## src/rtcs_pkg.sv

```systemverilog
`default_nettype none
package rtcs_pkg;
    localparam int          ADDR_W        = 8;
    localparam logic [7:0]  OFS_CON1      = 8'h00;
    localparam logic [7:0]  OFS_CON2      = 8'h10;
    localparam logic [7:0]  OFS_STAT      = 8'h30;
    localparam logic [7:0]  OFS_TIME      = 8'h40;
    localparam logic [7:0]  OFS_ALM       = 8'h60;
    localparam logic [1:0]  OP_WR         = 2'h0;
    localparam logic [1:0]  OP_CLR        = 2'h1;
    localparam logic [1:0]  OP_SET        = 2'h2;
    localparam logic [1:0]  OP_INV        = 2'h3;
    localparam int          C1_ALARM_ENABLE_BIT     = 31;
    localparam int          C1_CHIME      = 30;
    localparam int          C1_AMASK_LSB  = 24;
    localparam int          C1_RPT_LSB    = 16;
    localparam int          C1_ON         = 15;
    localparam int          C1_LOCK       = 11;
    localparam int          C1_OE         = 7;
    localparam int          C1_OSEL_LSB   = 4;
    localparam int          C2_DIV_LSB    = 16;
    localparam int          C2_FDIV_LSB   = 11;
    localparam int          C2_CSEL_LSB   = 0;
    localparam int          ST_EVT        = 5;
    localparam int          ST_SYNC       = 2;
    localparam int          ST_ASYNC      = 1;
    localparam int          ST_HALF       = 0;
    localparam int          T_HRT_LSB     = 28;
    localparam int          T_HRO_LSB     = 24;
    localparam int          T_MINT_LSB    = 20;
    localparam int          T_MINO_LSB    = 16;
    localparam int          T_SECT_LSB    = 12;
    localparam int          T_SECO_LSB    = 8;
    localparam logic [31:0] CON1_MASK     = 32'hcfff88f0;
    localparam logic [31:0] CON2_MASK     = 32'hfffff803;
    localparam logic [31:0] TIME_MASK     = 32'h7f7fff00;
    localparam logic [31:0] RESET_REG     = 32'h00000000;
    localparam logic [2:0]  OSEL_ALARM    = 3'h0;
    localparam logic [2:0]  OSEL_SECONDS  = 3'h1;
    localparam logic [2:0]  OSEL_SRCCLK   = 3'h2;
    localparam logic [1:0]  CSEL_SECONDARY_CRYSTAL_OSC     = 2'h0;
    localparam logic [1:0]  CSEL_LOW_POWER_RC_OSC     = 2'h1;
    localparam logic [1:0]  CSEL_PIN      = 2'h2;
    localparam logic [1:0]  CSEL_PERIPH   = 2'h3;
    localparam logic [15:0] SYNC_MARGIN   = 16'h0003;
endpackage
`default_nettype wire

```

## src/rtcs_top.sv

```systemverilog
// What this block does
// - Lock bit set blocks software writes to timekeeping registers.
// - Output enable drives selected signal on pin; clear disables pin.
// - Select 010 source clock, 001 seconds clock, 000 alarm event.
// - Repeat counter decrements by one on each alarm event.
// - Repeat counter holds at 00 unless chime set, then wraps to FF.
// - Upper 16 bits of control two set divider reload period.
// - Trim N adds N source cycles per 16 seconds.
// - Trim zero gives no adjustment; integer divide alone.
// - Two-bit select picks peripheral, pin, RC or crystal source.
// - Alarm event flag is read-only, hardware set and cleared.
// - Time-sync flag high while time registers may change.
// - Alarm-sync flag high while alarm enable or count may change.
// - Half-second flag reads one in second half of each second.
// - Hours BCD: tens at 30-28, units at 27-24.
// - Minutes BCD: tens at 22-20, units at 19-16.
// - Seconds BCD: tens at 15-12, units at 11-8.
// - Alarm time register uses the same field layout.
// - Unimplemented bits ignore writes and read zero.
// - Enable bit set counts from selected source; clear stops counting.
// - Eight-bit repeat count gives 0 to 255 further repeats.
`timescale 1ns/1ps
`default_nettype none
module rtcs_top
(
    input  wire logic                       I_CLK,
    input  wire logic                       I_RST_N,
    input  wire logic                       I_CE,
    input  wire logic [rtcs_pkg::ADDR_W-1:0] I_AVS_ADDRESS,
    input  wire logic                       I_AVS_READ,
    input  wire logic                       I_AVS_WRITE,
    input  wire logic [31:0]                I_AVS_WRITEDATA,
    input  wire logic [3:0]                 I_AVS_BYTEENABLE,
    output logic      [31:0]                O_AVS_READDATA,
    output logic                            O_AVS_WAITREQUEST,
    input  wire logic                       I_UNLOCKED,
    input  wire logic                       I_SECONDARY_CRYSTAL_OSC,
    input  wire logic                       I_LOW_POWER_RC_OSC,
    input  wire logic                       I_DEDICATED_CLOCK_PIN,
    output logic                            O_CC_PIN,
    output logic                            O_CC_PIN_OE,
    output logic                            O_ALARM_EVENT,
    output logic                            O_ENABLED
);
    import rtcs_pkg::*;

    typedef struct packed {
        logic [31:0] con1;
        logic [31:0] con2;
        logic [31:0] tim;
        logic [31:0] alm;
        logic [15:0] cnt;
        logic [4:0]  phase;
        logic        half;
        logic        evt;
        logic [2:0]  sy1;
        logic [2:0]  sy2;
        logic        lvl_prev;
        logic [3:0]  stat;
        logic        ack;
        logic [31:0] rdata;
        logic        pin;
        logic        pin_oe;
    } rtcs_state_t;

    rtcs_state_t s_r;
    rtcs_state_t s_nxt;

    ////////////////////////////////////////////////////////////////////////////
    function automatic logic [31:0] apply_wr(input logic [31:0] old,
                                             input logic [31:0] wd,
                                             input logic [3:0]  be,
                                             input logic [1:0]  op,
                                             input logic [31:0] mask);
        logic [31:0] m;
        m = {{8{be[3]}}, {8{be[2]}}, {8{be[1]}}, {8{be[0]}}} & mask & wd;
        case (op)
            OP_WR:   apply_wr = (old & ~({{8{be[3]}}, {8{be[2]}}, {8{be[1]}},
                                {8{be[0]}}} & mask)) | m;
            OP_CLR:  apply_wr = old & ~m;
            OP_SET:  apply_wr = old | m;
            default: apply_wr = old ^ m;
        endcase
    endfunction

    function automatic logic [3:0] bcd_step(input logic [3:0] d,
                                            input logic [3:0] top,
                                            output logic      carry);
        carry = (d >= top);
        bcd_step = carry ? 4'h0 : 4'(d + 4'h1);
    endfunction

    // Wraps at 23:59:59; a carry ripples only while lower digits roll over
    function automatic logic [31:0] time_inc(input logic [31:0] t);
        logic [3:0]  so;
        logic [3:0]  st;
        logic [3:0]  mo;
        logic [3:0]  mt;
        logic [3:0]  ho;
        logic [3:0]  ht;
        logic        c;
        logic [31:0] r;
        so = t[T_SECO_LSB +: 4];
        st = t[T_SECT_LSB +: 4];
        mo = t[T_MINO_LSB +: 4];
        mt = {1'b0, t[T_MINT_LSB +: 3]};
        ho = t[T_HRO_LSB +: 4];
        ht = {1'b0, t[T_HRT_LSB +: 3]};
        so = bcd_step(so, 4'h9, c);
        if (c)
            st = bcd_step(st, 4'h5, c);
        if (c)
            mo = bcd_step(mo, 4'h9, c);
        if (c)
            mt = bcd_step(mt, 4'h5, c);
        if (c)
        begin
            if (ht == 4'h2 && ho == 4'h3)
            begin
                ho = 4'h0;
                ht = 4'h0;
            end
            else
            begin
                ho = bcd_step(ho, 4'h9, c);
                if (c)
                    ht = 4'(ht + 4'h1);
            end
        end
        r = 32'h0;
        r[T_HRT_LSB +: 3]  = ht[2:0];
        r[T_HRO_LSB +: 4]  = ho;
        r[T_MINT_LSB +: 3] = mt[2:0];
        r[T_MINO_LSB +: 4] = mo;
        r[T_SECT_LSB +: 4] = st;
        r[T_SECO_LSB +: 4] = so;
        time_inc = r;
    endfunction

    ////////////////////////////////////////////////////////////////////////////
    logic        req;
    logic        acc;
    logic        wr;
    logic [7:0]  ofs;
    logic [1:0]  op;
    logic [1:0]  csel;
    logic        src_lvl;
    logic        tick;
    logic        uf;
    logic        sec_adv;
    logic [31:0] tim_new;
    logic        alarm_hit;
    logic        sync_f;
    logic        async_f;
    logic [15:0] reload;
    logic [31:0] c1_w;
    logic [31:0] rd;

    assign req = I_AVS_READ | I_AVS_WRITE;
    assign acc = req & s_r.ack;
    assign wr  = I_AVS_WRITE & acc;
    assign ofs = {I_AVS_ADDRESS[7:4], 4'h0};
    assign op  = I_AVS_ADDRESS[3:2];
    assign csel = s_r.con2[C2_CSEL_LSB +: 2];

    assign src_lvl = (csel == CSEL_PERIPH) ? 1'b0 : s_r.sy2[csel];
    assign tick = s_r.con1[C1_ON] &
                  ((csel == CSEL_PERIPH) | (src_lvl & ~s_r.lvl_prev));
    assign uf = tick & (s_r.cnt == 16'h0000);
    // Seconds advance on every second underflow
    assign sec_adv = uf & s_r.half;
    assign tim_new = time_inc(s_r.tim);
    assign alarm_hit = sec_adv & s_r.con1[C1_ALARM_ENABLE_BIT] & (tim_new == s_r.alm);
    // Extra cycle in N of every 32 half-second periods
    // Integer reload from upper half of control two
    // Trim zero adds nothing to the reload
    assign reload = 16'(s_r.con2[C2_DIV_LSB +: 16] +
                        {15'h0, s_r.phase < s_r.con2[C2_FDIV_LSB +: 5]});
    // Time may roll over within the next few source ticks
    assign sync_f = s_r.con1[C1_ON] & s_r.half & (s_r.cnt <= SYNC_MARGIN);
    // Alarm controls only change on a second boundary
    assign async_f = sync_f & s_r.con1[C1_ALARM_ENABLE_BIT];

    always_comb
    begin
        c1_w = apply_wr(s_r.con1, I_AVS_WRITEDATA, I_AVS_BYTEENABLE, op, CON1_MASK);
        if (s_r.con1[C1_LOCK] && !c1_w[C1_LOCK] && !I_UNLOCKED)
            c1_w[C1_LOCK] = 1'b1;
    end

    // Unmapped and reserved bits read zero
    always_comb
    begin
        case (ofs)
            OFS_CON1: rd = s_r.con1 & CON1_MASK;
            OFS_CON2: rd = s_r.con2 & CON2_MASK;
            // Half flag read as the status low bit
            OFS_STAT: rd = {26'h0, s_r.stat[3], 2'h0, s_r.stat[2:0]};
            OFS_TIME: rd = s_r.tim & TIME_MASK;
            OFS_ALM:  rd = s_r.alm & TIME_MASK;
            default:  rd = 32'h0;
        endcase
    end

    ////////////////////////////////////////////////////////////////////////////
    always_comb
    begin
        s_nxt = s_r;
        s_nxt.ack = req & ~s_r.ack;
        if (req && !s_r.ack)
            s_nxt.rdata = rd;
        s_nxt.sy1 = {I_DEDICATED_CLOCK_PIN, I_LOW_POWER_RC_OSC, I_SECONDARY_CRYSTAL_OSC};
        s_nxt.sy2 = s_r.sy1;
        s_nxt.lvl_prev = src_lvl;
        if (tick)
            s_nxt.cnt = uf ? reload : 16'(s_r.cnt - 16'h1);
        if (uf)
        begin
            s_nxt.half = ~s_r.half;
            s_nxt.phase = 5'(s_r.phase + 5'h1);
        end
        if (sec_adv)
            s_nxt.tim = tim_new;
        // Cleared by the next underflow, a new hit wins
        s_nxt.evt = (s_r.evt & ~uf) | alarm_hit;
        // Full eight-bit count, up to 255 repeats
        if (alarm_hit)
        begin
            if (s_r.con1[C1_RPT_LSB +: 8] == 8'h00 && !s_r.con1[C1_CHIME])
                s_nxt.con1[C1_ALARM_ENABLE_BIT] = 1'b0;
            else
                s_nxt.con1[C1_RPT_LSB +: 8] = 8'(s_r.con1[C1_RPT_LSB +: 8] - 8'h1);
        end
        // Status captured into the bus-side copy
        s_nxt.stat = {s_r.evt, sync_f, async_f, s_r.half};
        if (wr)
        begin
            case (ofs)
                OFS_CON1: s_nxt.con1 = c1_w;
                OFS_CON2:
                    if (!s_r.con1[C1_LOCK])
                        s_nxt.con2 = apply_wr(s_r.con2, I_AVS_WRITEDATA,
                                              I_AVS_BYTEENABLE, op, CON2_MASK);
                OFS_TIME:
                    if (!s_r.con1[C1_LOCK])
                        s_nxt.tim = apply_wr(s_r.tim, I_AVS_WRITEDATA,
                                             I_AVS_BYTEENABLE, op, TIME_MASK);
                OFS_ALM:  s_nxt.alm = apply_wr(s_r.alm, I_AVS_WRITEDATA,
                                               I_AVS_BYTEENABLE, op, TIME_MASK);
                default:  s_nxt.alm = s_nxt.alm;
            endcase
        end
        s_nxt.pin_oe = s_r.con1[C1_OE];
        // Pin source mux; reserved codes drive low
        case (s_r.con1[C1_OSEL_LSB +: 3])
            OSEL_ALARM:   s_nxt.pin = s_r.evt;
            OSEL_SECONDS: s_nxt.pin = s_r.half;
            OSEL_SRCCLK:  s_nxt.pin = (csel == CSEL_PERIPH) ? tick : src_lvl;
            default:      s_nxt.pin = 1'b0;
        endcase
    end

    always_ff @(posedge I_CLK or negedge I_RST_N)
    begin
        if (!I_RST_N)
        begin
            s_r <= '0;
            s_r.con1 <= RESET_REG;
            s_r.con2 <= RESET_REG;
        end
        else if (I_CE)
            s_r <= s_nxt;
    end

    // Waitrequest is combinational so a request is answered one cycle later
    // A frozen cycle must not answer a write that it cannot take
    assign O_AVS_WAITREQUEST = req & ~(s_r.ack & I_CE);
    assign O_AVS_READDATA    = s_r.rdata;
    assign O_CC_PIN          = s_r.pin;
    assign O_CC_PIN_OE       = s_r.pin_oe;
    assign O_ALARM_EVENT     = s_r.evt;
    assign O_ENABLED         = s_r.con1[C1_ON];
endmodule
`default_nettype wire

```

## config.mk

```make
export PLATFORM = sky130hd
export DESIGN_NAME = rtcs_top
export DESIGN_NICKNAME = d
export VERILOG_FILES = /design/src/rtcs_pkg.sv /design/src/rtcs_top.sv
export SDC_FILE = /design/constraint.sdc
export NUM_CORES = 1
export LEC_CHECK = 0
export ABC_AREA = 0
export ABC_CLOCK_PERIOD_IN_PS = 5900
export BUFFER_PORTS_ARGS = -buffer_cell sky130_fd_sc_hd__buf_2
export CAP_MARGIN = 30
export CORE_ASPECT_RATIO = 0.75
export CORE_MARGIN = 5
export CORE_UTILIZATION = 45
export CTS_CLUSTER_DIAMETER = 120
export DETAILED_ROUTE_END_ITERATION = 8
export HOLD_SLACK_MARGIN = 0.15
export PLACE_DENSITY = 0.63
export SETUP_SLACK_MARGIN = 0.3
export SLEW_MARGIN = 5
export SYNTH_ARGS = -nofsm -noshare
export SYNTH_HDL_FRONTEND = slang
export SYNTH_SLANG_ARGS = --single-unit
```

## constraint.sdc

```tcl
create_clock -name I_CLK -period 5.9 [get_ports I_CLK]
set_clock_uncertainty 0.15 [all_clocks]
set_input_delay 0.59 -clock I_CLK [delete_from_list [all_inputs] [get_ports I_CLK]]
set_output_delay 0.59 -clock I_CLK [all_outputs]
set_load 0.03 [all_outputs]
```

* Yosys cells after proc, flatten, opt, wreduce, memory -nomap -nowiden *
Cells that the tools add are included.
W data, S select, Z words.

storage, ports and cells
  bits in registers = 197
  input port bits = 53
  output and inout bits = 37
  logic and storage cells = 160

cells by class
  add/sub/neg operators = 10
  order comparisons = 8
  equality and inequality tests = 12
  muxes and demuxes = 40
  bitwise gates (word level) = 53
  reduce and logical (&&, ||, !) cells = 20

operators by type and width
  operator                 count
  $pmux W32 S3             4
  $and A32 B32 Y32         10
  $or A32 B32 Y32          8
  $mux W32                 7
  $not A32 Y32             5
  $pmux W32 S5             1
  $mux W128                1
  $xor A32 B32 Y32         4
  $and A31 B32 Y32         1
  $eq A31 B32 Y1           1
  $mux W4                  8
  $not A31 Y32             1
  $add A16 B1 Y16          1
  $add A4 B1 Y4 const B    4
  $le A16 B2 Y1 const B    1
  $logic_not A16 Y1        1
  $logic_not A8 Y1         2
  $mux W16                 1
  $mux W8                  2
  $sub A16 B1 Y16 const B  1
  $and A1 B1 Y1            15
  $mux W3                  5
  $ge A4 B4 Y1 const B     3
  $mux W1                  9
  25 further kinds         47

* Depth between registers and ports, before layout *
  depth in word-level cells = 13
  depth in mapped cells = 14
  depth with buffers taken out = 14

* Worst setup path before layout *
OpenSTA, ideal clock, no wires.

  path type = register -> register
  from = register s_r[125] (netlist name)
  to = register s_r[186] (netlist name)
  data arrival time = 3.543 ns
  required time = 5.681 ns
  setup slack = 2.138 ns
  cell stages (with the launch flop) = 13
  path buffers = 1
  path through = dfrtp_1 clkbuf_1 inv_1 ha_1 or3b_2 a22oi_1 nand2_1 mux2i_1 xor2_1 or4_4 or4b_4 or4_1 nand3_1

on the way
  word-level cells in the longest chain between the ends = 9
  elaborated cells on any way between the ends = 15
  classes of those cells = add/sub: 1; order compare: 1; eq/ne: 2; mux: 9; bitwise: 1; reduce/logical: 1

RTL lines
  element                                      RTL line         source
  start, declared                              rtcs_top.sv:66   rtcs_state_t s_r;
  start signal, assigned                       rtcs_top.sv:272  s_r <= s_nxt;
  $add A4 B1 Y4, or another cell as far along  rtcs_top.sv:90   bcd_step = carry ? 4'h0 : 4'(d + 4'h1);
  $mux W4, or another cell as far along        rtcs_top.sv:90
  $mux W4 / $mux W3 (equally long branches)    rtcs_top.sv:118  if (ht == 4'h2 && ho == 4'h3)
  $mux W4 / $mux W3 (equally long branches)    rtcs_top.sv:116  if (c)
  $eq A31 B32 Y1 (*)                           rtcs_top.sv:173  assign alarm_hit = sec_adv & s_r.con1[C1_ALARM_ENABLE_BIT] & (tim_new == s_r.alm);
  $and A1 B1 Y1 (*)                            rtcs_top.sv:173
  $mux W8 (*)                                  rtcs_top.sv:227  if (alarm_hit)
  $mux W32                                     rtcs_top.sv:238  case (ofs)
  $mux W128 (*)                                rtcs_top.sv:236  if (wr)

Mark *: on every way between the ends. The rest lies on a longest branch, timed or not.
A chain may end at the register's enable or synchronous reset.

* Worst setup path after layout *
  from = register s_r[114] (netlist name)
  to = register s_r[196] (netlist name)

on the way
  word-level cells in the longest chain between the ends = 10
  elaborated cells on any way between the ends = 16
  classes of those cells = add/sub: 1; order compare: 1; eq/ne: 1; mux: 12; bitwise: 1

RTL lines
  element                                    RTL line         source
  $ge A4 B3 Y1                               rtcs_top.sv:89   carry = (d >= top);
  $mux W1                                    rtcs_top.sv:110  if (c)
  $mux W1                                    rtcs_top.sv:112  if (c)
  $mux W1                                    rtcs_top.sv:114  if (c)
  $mux W4 / $mux W3 (equally long branches)  rtcs_top.sv:116
  $eq A31 B32 Y1 (*)                         rtcs_top.sv:173
  $and A1 B1 Y1 (*)                          rtcs_top.sv:173
  $mux W1 (*)                                rtcs_top.sv:227
  $mux W32                                   rtcs_top.sv:238
  $mux W128 (*)                              rtcs_top.sv:236

Marked as above.

==> flow_summary.toml <==
[die]
fp.dieArea_um2 = 33500
die_w_um = 210
initial_core_util_pct = 45.9
num_rows = 54
die_y_um = 160
io_pins = 90
core_um2 = 29300

[sta]
final_max_slew_viol_count = 0
whs_ns = 0.230
rsz0062_at_grt = "no"
max_slew_margin_pct = 29.6
fin_tns_setup_ns = 0
worst-slew-pin-transition_ns = 1.05
fin_crit_sh_pct = 75.3
fin_crit_ns = 4.44
hold_violations = 0
setup_viol = 0
fmax_ghz = 0.225

[critical_path]
arrival_ns = 4.62
crit_buf_inv = 1
crit_family = "simple AND/OR/NAND/NOR gates"
crit_type = "reg -> reg"
rr_worst_depth = 11
r2r_setup_slack_ns = 1.46
cp-end-kind = "flip-flop"
slowest_stage = "a21oi_2"
worstReg2RegStart = "s_r[114]"
critPathMaxStageDelay_ns = 0.75
worst_r2r_endpoint = "s_r[196]"
crit_required_ns = 6.08
cp-start-kind = "flip-flop"
cp_cell_sequence = "inv_1 -> ha_1 -> nand2b_1 -> a21oi_2 -> nor2_2 -> a31oi_1 -> xnor2_1 -> or4_4 -> nor4_1 -> o21ai_0 -> o2bb2ai_1"
critPathMaxFanout = 14

[clock_tree]
cts_buffers = 17
clock_latency_ns = 0.46
cts_buffer_depth = 2
clk_pin_slew_worst_paths_ns = 0.07
cts_root_buf = "clkbuf_16"
cts_tree = "built"
cts.sinks = 155
h-tree-depth = 4

[grt]
grt_start_max_net_pins = 64
track_usage_pct = 25.6
grt_pass1_wl_um = 67600
antenna_found_initial = 2
grt_overflow_total = 0
grt_pass1_vias = 11372

[place]
gp_congestion = 0.949
port_buffers = 84
place_hpwl_um = 31300
place_inst = 1925

[logic_synthesis]
async_flop_share_pct = 100
seq_area_frac_synth_pct = 28.8
synth_area_um2 = 13500
yosys_register_bits = 155
syn_inst = 1548
synth_warnings = 0
ys.flop_type = "dfrtp_1"
synth_fp_nets = 1756
yosysUniqueCellTypes = 98
synth_edf_count = 0
syn_avg_cell_area_um2 = 8.70

[min_path]
hold_end = "s_nxt[42]"
hp-start = "I_DEDICATED_CLOCK_PIN"
holdPathStages = 2
hold_path_class = "in -> reg"

[route]
route.final.wire_length_um = 43400
dr.pass1.iters = 8
routed-via-count = 12126
wl_per_cell_um = 22.2
drc = 0
drt_iter0_markers = 1429
ant_nets = 0
routed_via_density = 6.19

[layout]
fillers = 2777
layout-area-overhead-vs-synth_pct = 8.68
drive_gt1_share_pct = 15.0
utilization_pct = 49.9
layout.cells.non_filler = 1960
fin_nets = 1763
num_antenna_cells = 0

[pwr]
power_mw = 3.88
max-vdd-ir-drop_mv = 0.173
power_density_nw_per_um2 = 265
p_leak_nw = 6.36

[flow_run]
drv_cap = 0

[status]
status = "finished clean"
==> layout by cell type (no fill, tap or decap), types with 26 or more instances in the layout <==
cell	instances
nor2_1	85
o21ai_0	191
ha_1	155
nand2_1	194
inv_1	105
xnor2_1	26
mux4_2	40
buf_2	82
a21oi_1	91
dfrtp_1	155
==> cell families (layout without fill, tap and decap cells) <==
| logic type | after synthesis | count (layout) | share of synthesized area, % |
|---|---|---|---|
| multiplexers | 63 | 63 | 8.52 |
| AND/OR/NAND/NOR | 432 | 432 | 15.9 |
| adder cells (fa/ha/maj) | 155 | 155 | 14.4 |
| buffers and inverters | 230 | 250 | 7.53 |
| AO/OA/AOI/OAI | 481 | 481 | 22.9 |
| flip-flops | 155 | 155 | 28.8 |
| XOR/XNOR | 31 | 31 | 2.02 |
| other | 1 | 1 | 0.0278 |
==> worst reg2reg max path: cells and delay by family (launching register included) <==
kind,cells,cell delay [ns]
compound gates,4,1.46
xor+xnor,1,0.14
buf+inv,1,0.13
flops,1,0.48
fa+ha+maj,1,0.22
simple gates,4,1.74
==> where the power goes <==
part | internal (mW) | total [mW] | switching (mW)
clock | 0.610 | 1.12 | 0.510
combinational | 0.533 | 1.26 | 0.729
sequential | 1.22 | 1.49 | 0.272
==> worst max-delay path by stage <==
| stage | slack [ns] | endpoint | depth (start not counted) | startpoint |
|---|---|---|---|---|
| 2_1_floorplan | 2.14 | s_r[186] | 12 | s_r[125] |
| 3_3_place_gp | 1.65 | s_r[196] | 11 | s_r[114] |
| 3_5_place_dp | 1.57 | s_r[196] | 11 | s_r[114] |
| 4_1_cts | 1.50 | s_r[196] | 11 | s_r[114] |
| 5_1_grt | 1.24 | s_r[196] | 11 | s_r[109] |
| 6_report | 1.46 | s_r[196] | 11 | s_r[114] |
==> layout make-up <==
type                       instances  area (µm²)  share of cell area, %
tap                              392         490                   3.35
multi-input combinational       1163        8620                   58.9
sequential                       155        3880                   26.5
clock buffer                      21         460                   3.15
inverter                         106         398                   2.72
timing repair buffer             112         679                   4.64
clock inverter                    11         111                  0.761
==> sequential cells by signal (all words and copies together), names as in the netlist <==
name,flops
O_CC_PIN,1
s_nxt,5
O_ALARM_EVENT,1
s_r,113
O_AVS_READDATA,31
O_CC_PIN_OE,1
O_ENABLED,1
csel,2
==> routing by layer <==
layer / routed length [µm] / global-route usage [%] / up-vias
li1: - / - / 5656
met2: 18500 / 37.9 / 558
met5: 13 / 0 / -
met1: 19900 / 37.8 / 5849
met3: 4120 / 5.75 / 61
met4: 923 / 6.85 / 2
==> cell usage after synthesis, types with 12 or more instances <==
library cell | instances | area share [%]
mux2_2 | 13 | 1.1
mux4_2 | 40 | 6.7
a222oi_1 | 19 | 1.4
a22oi_1 | 15 | 0.84
nand2_1 | 194 | 5.4
a211oi_1 | 20 | 1.1
xnor2_1 | 26 | 1.7
ha_1 | 155 | 14
dfrtp_1 | 155 | 29
buf_4 | 33 | 1.8
clkbuf_1 | 67 | 1.9
inv_1 | 105 | 2.9
nor3_1 | 17 | 0.63
a21oi_1 | 91 | 3.4
nor2_1 | 87 | 2.4
nand4_1 | 12 | 0.56
a21boi_0 | 15 | 0.84
nand3_1 | 25 | 0.93
buf_1 | 12 | 0.33
o21ai_0 | 191 | 7.1
a22o_1 | 19 | 1.2
==> stage by stage <==
step	instance area, µm²	setup WS (ns)
3_5_place_dp	14000	1.57
5_1_grt	14600	1.24
4_1_cts	14600	1.50
3_3_place_gp	14000	1.65
2_1_floorplan	13500	2.14
6_report	14600	1.46
==> timing repair <==
item / CTS / global route
hold endpoints to repair: 61 / 0
setup buffers: 0 / 0
gates resized for setup: 0 / 0
hold buffers: 1 / 0
(Power assumes the default switching activity.)
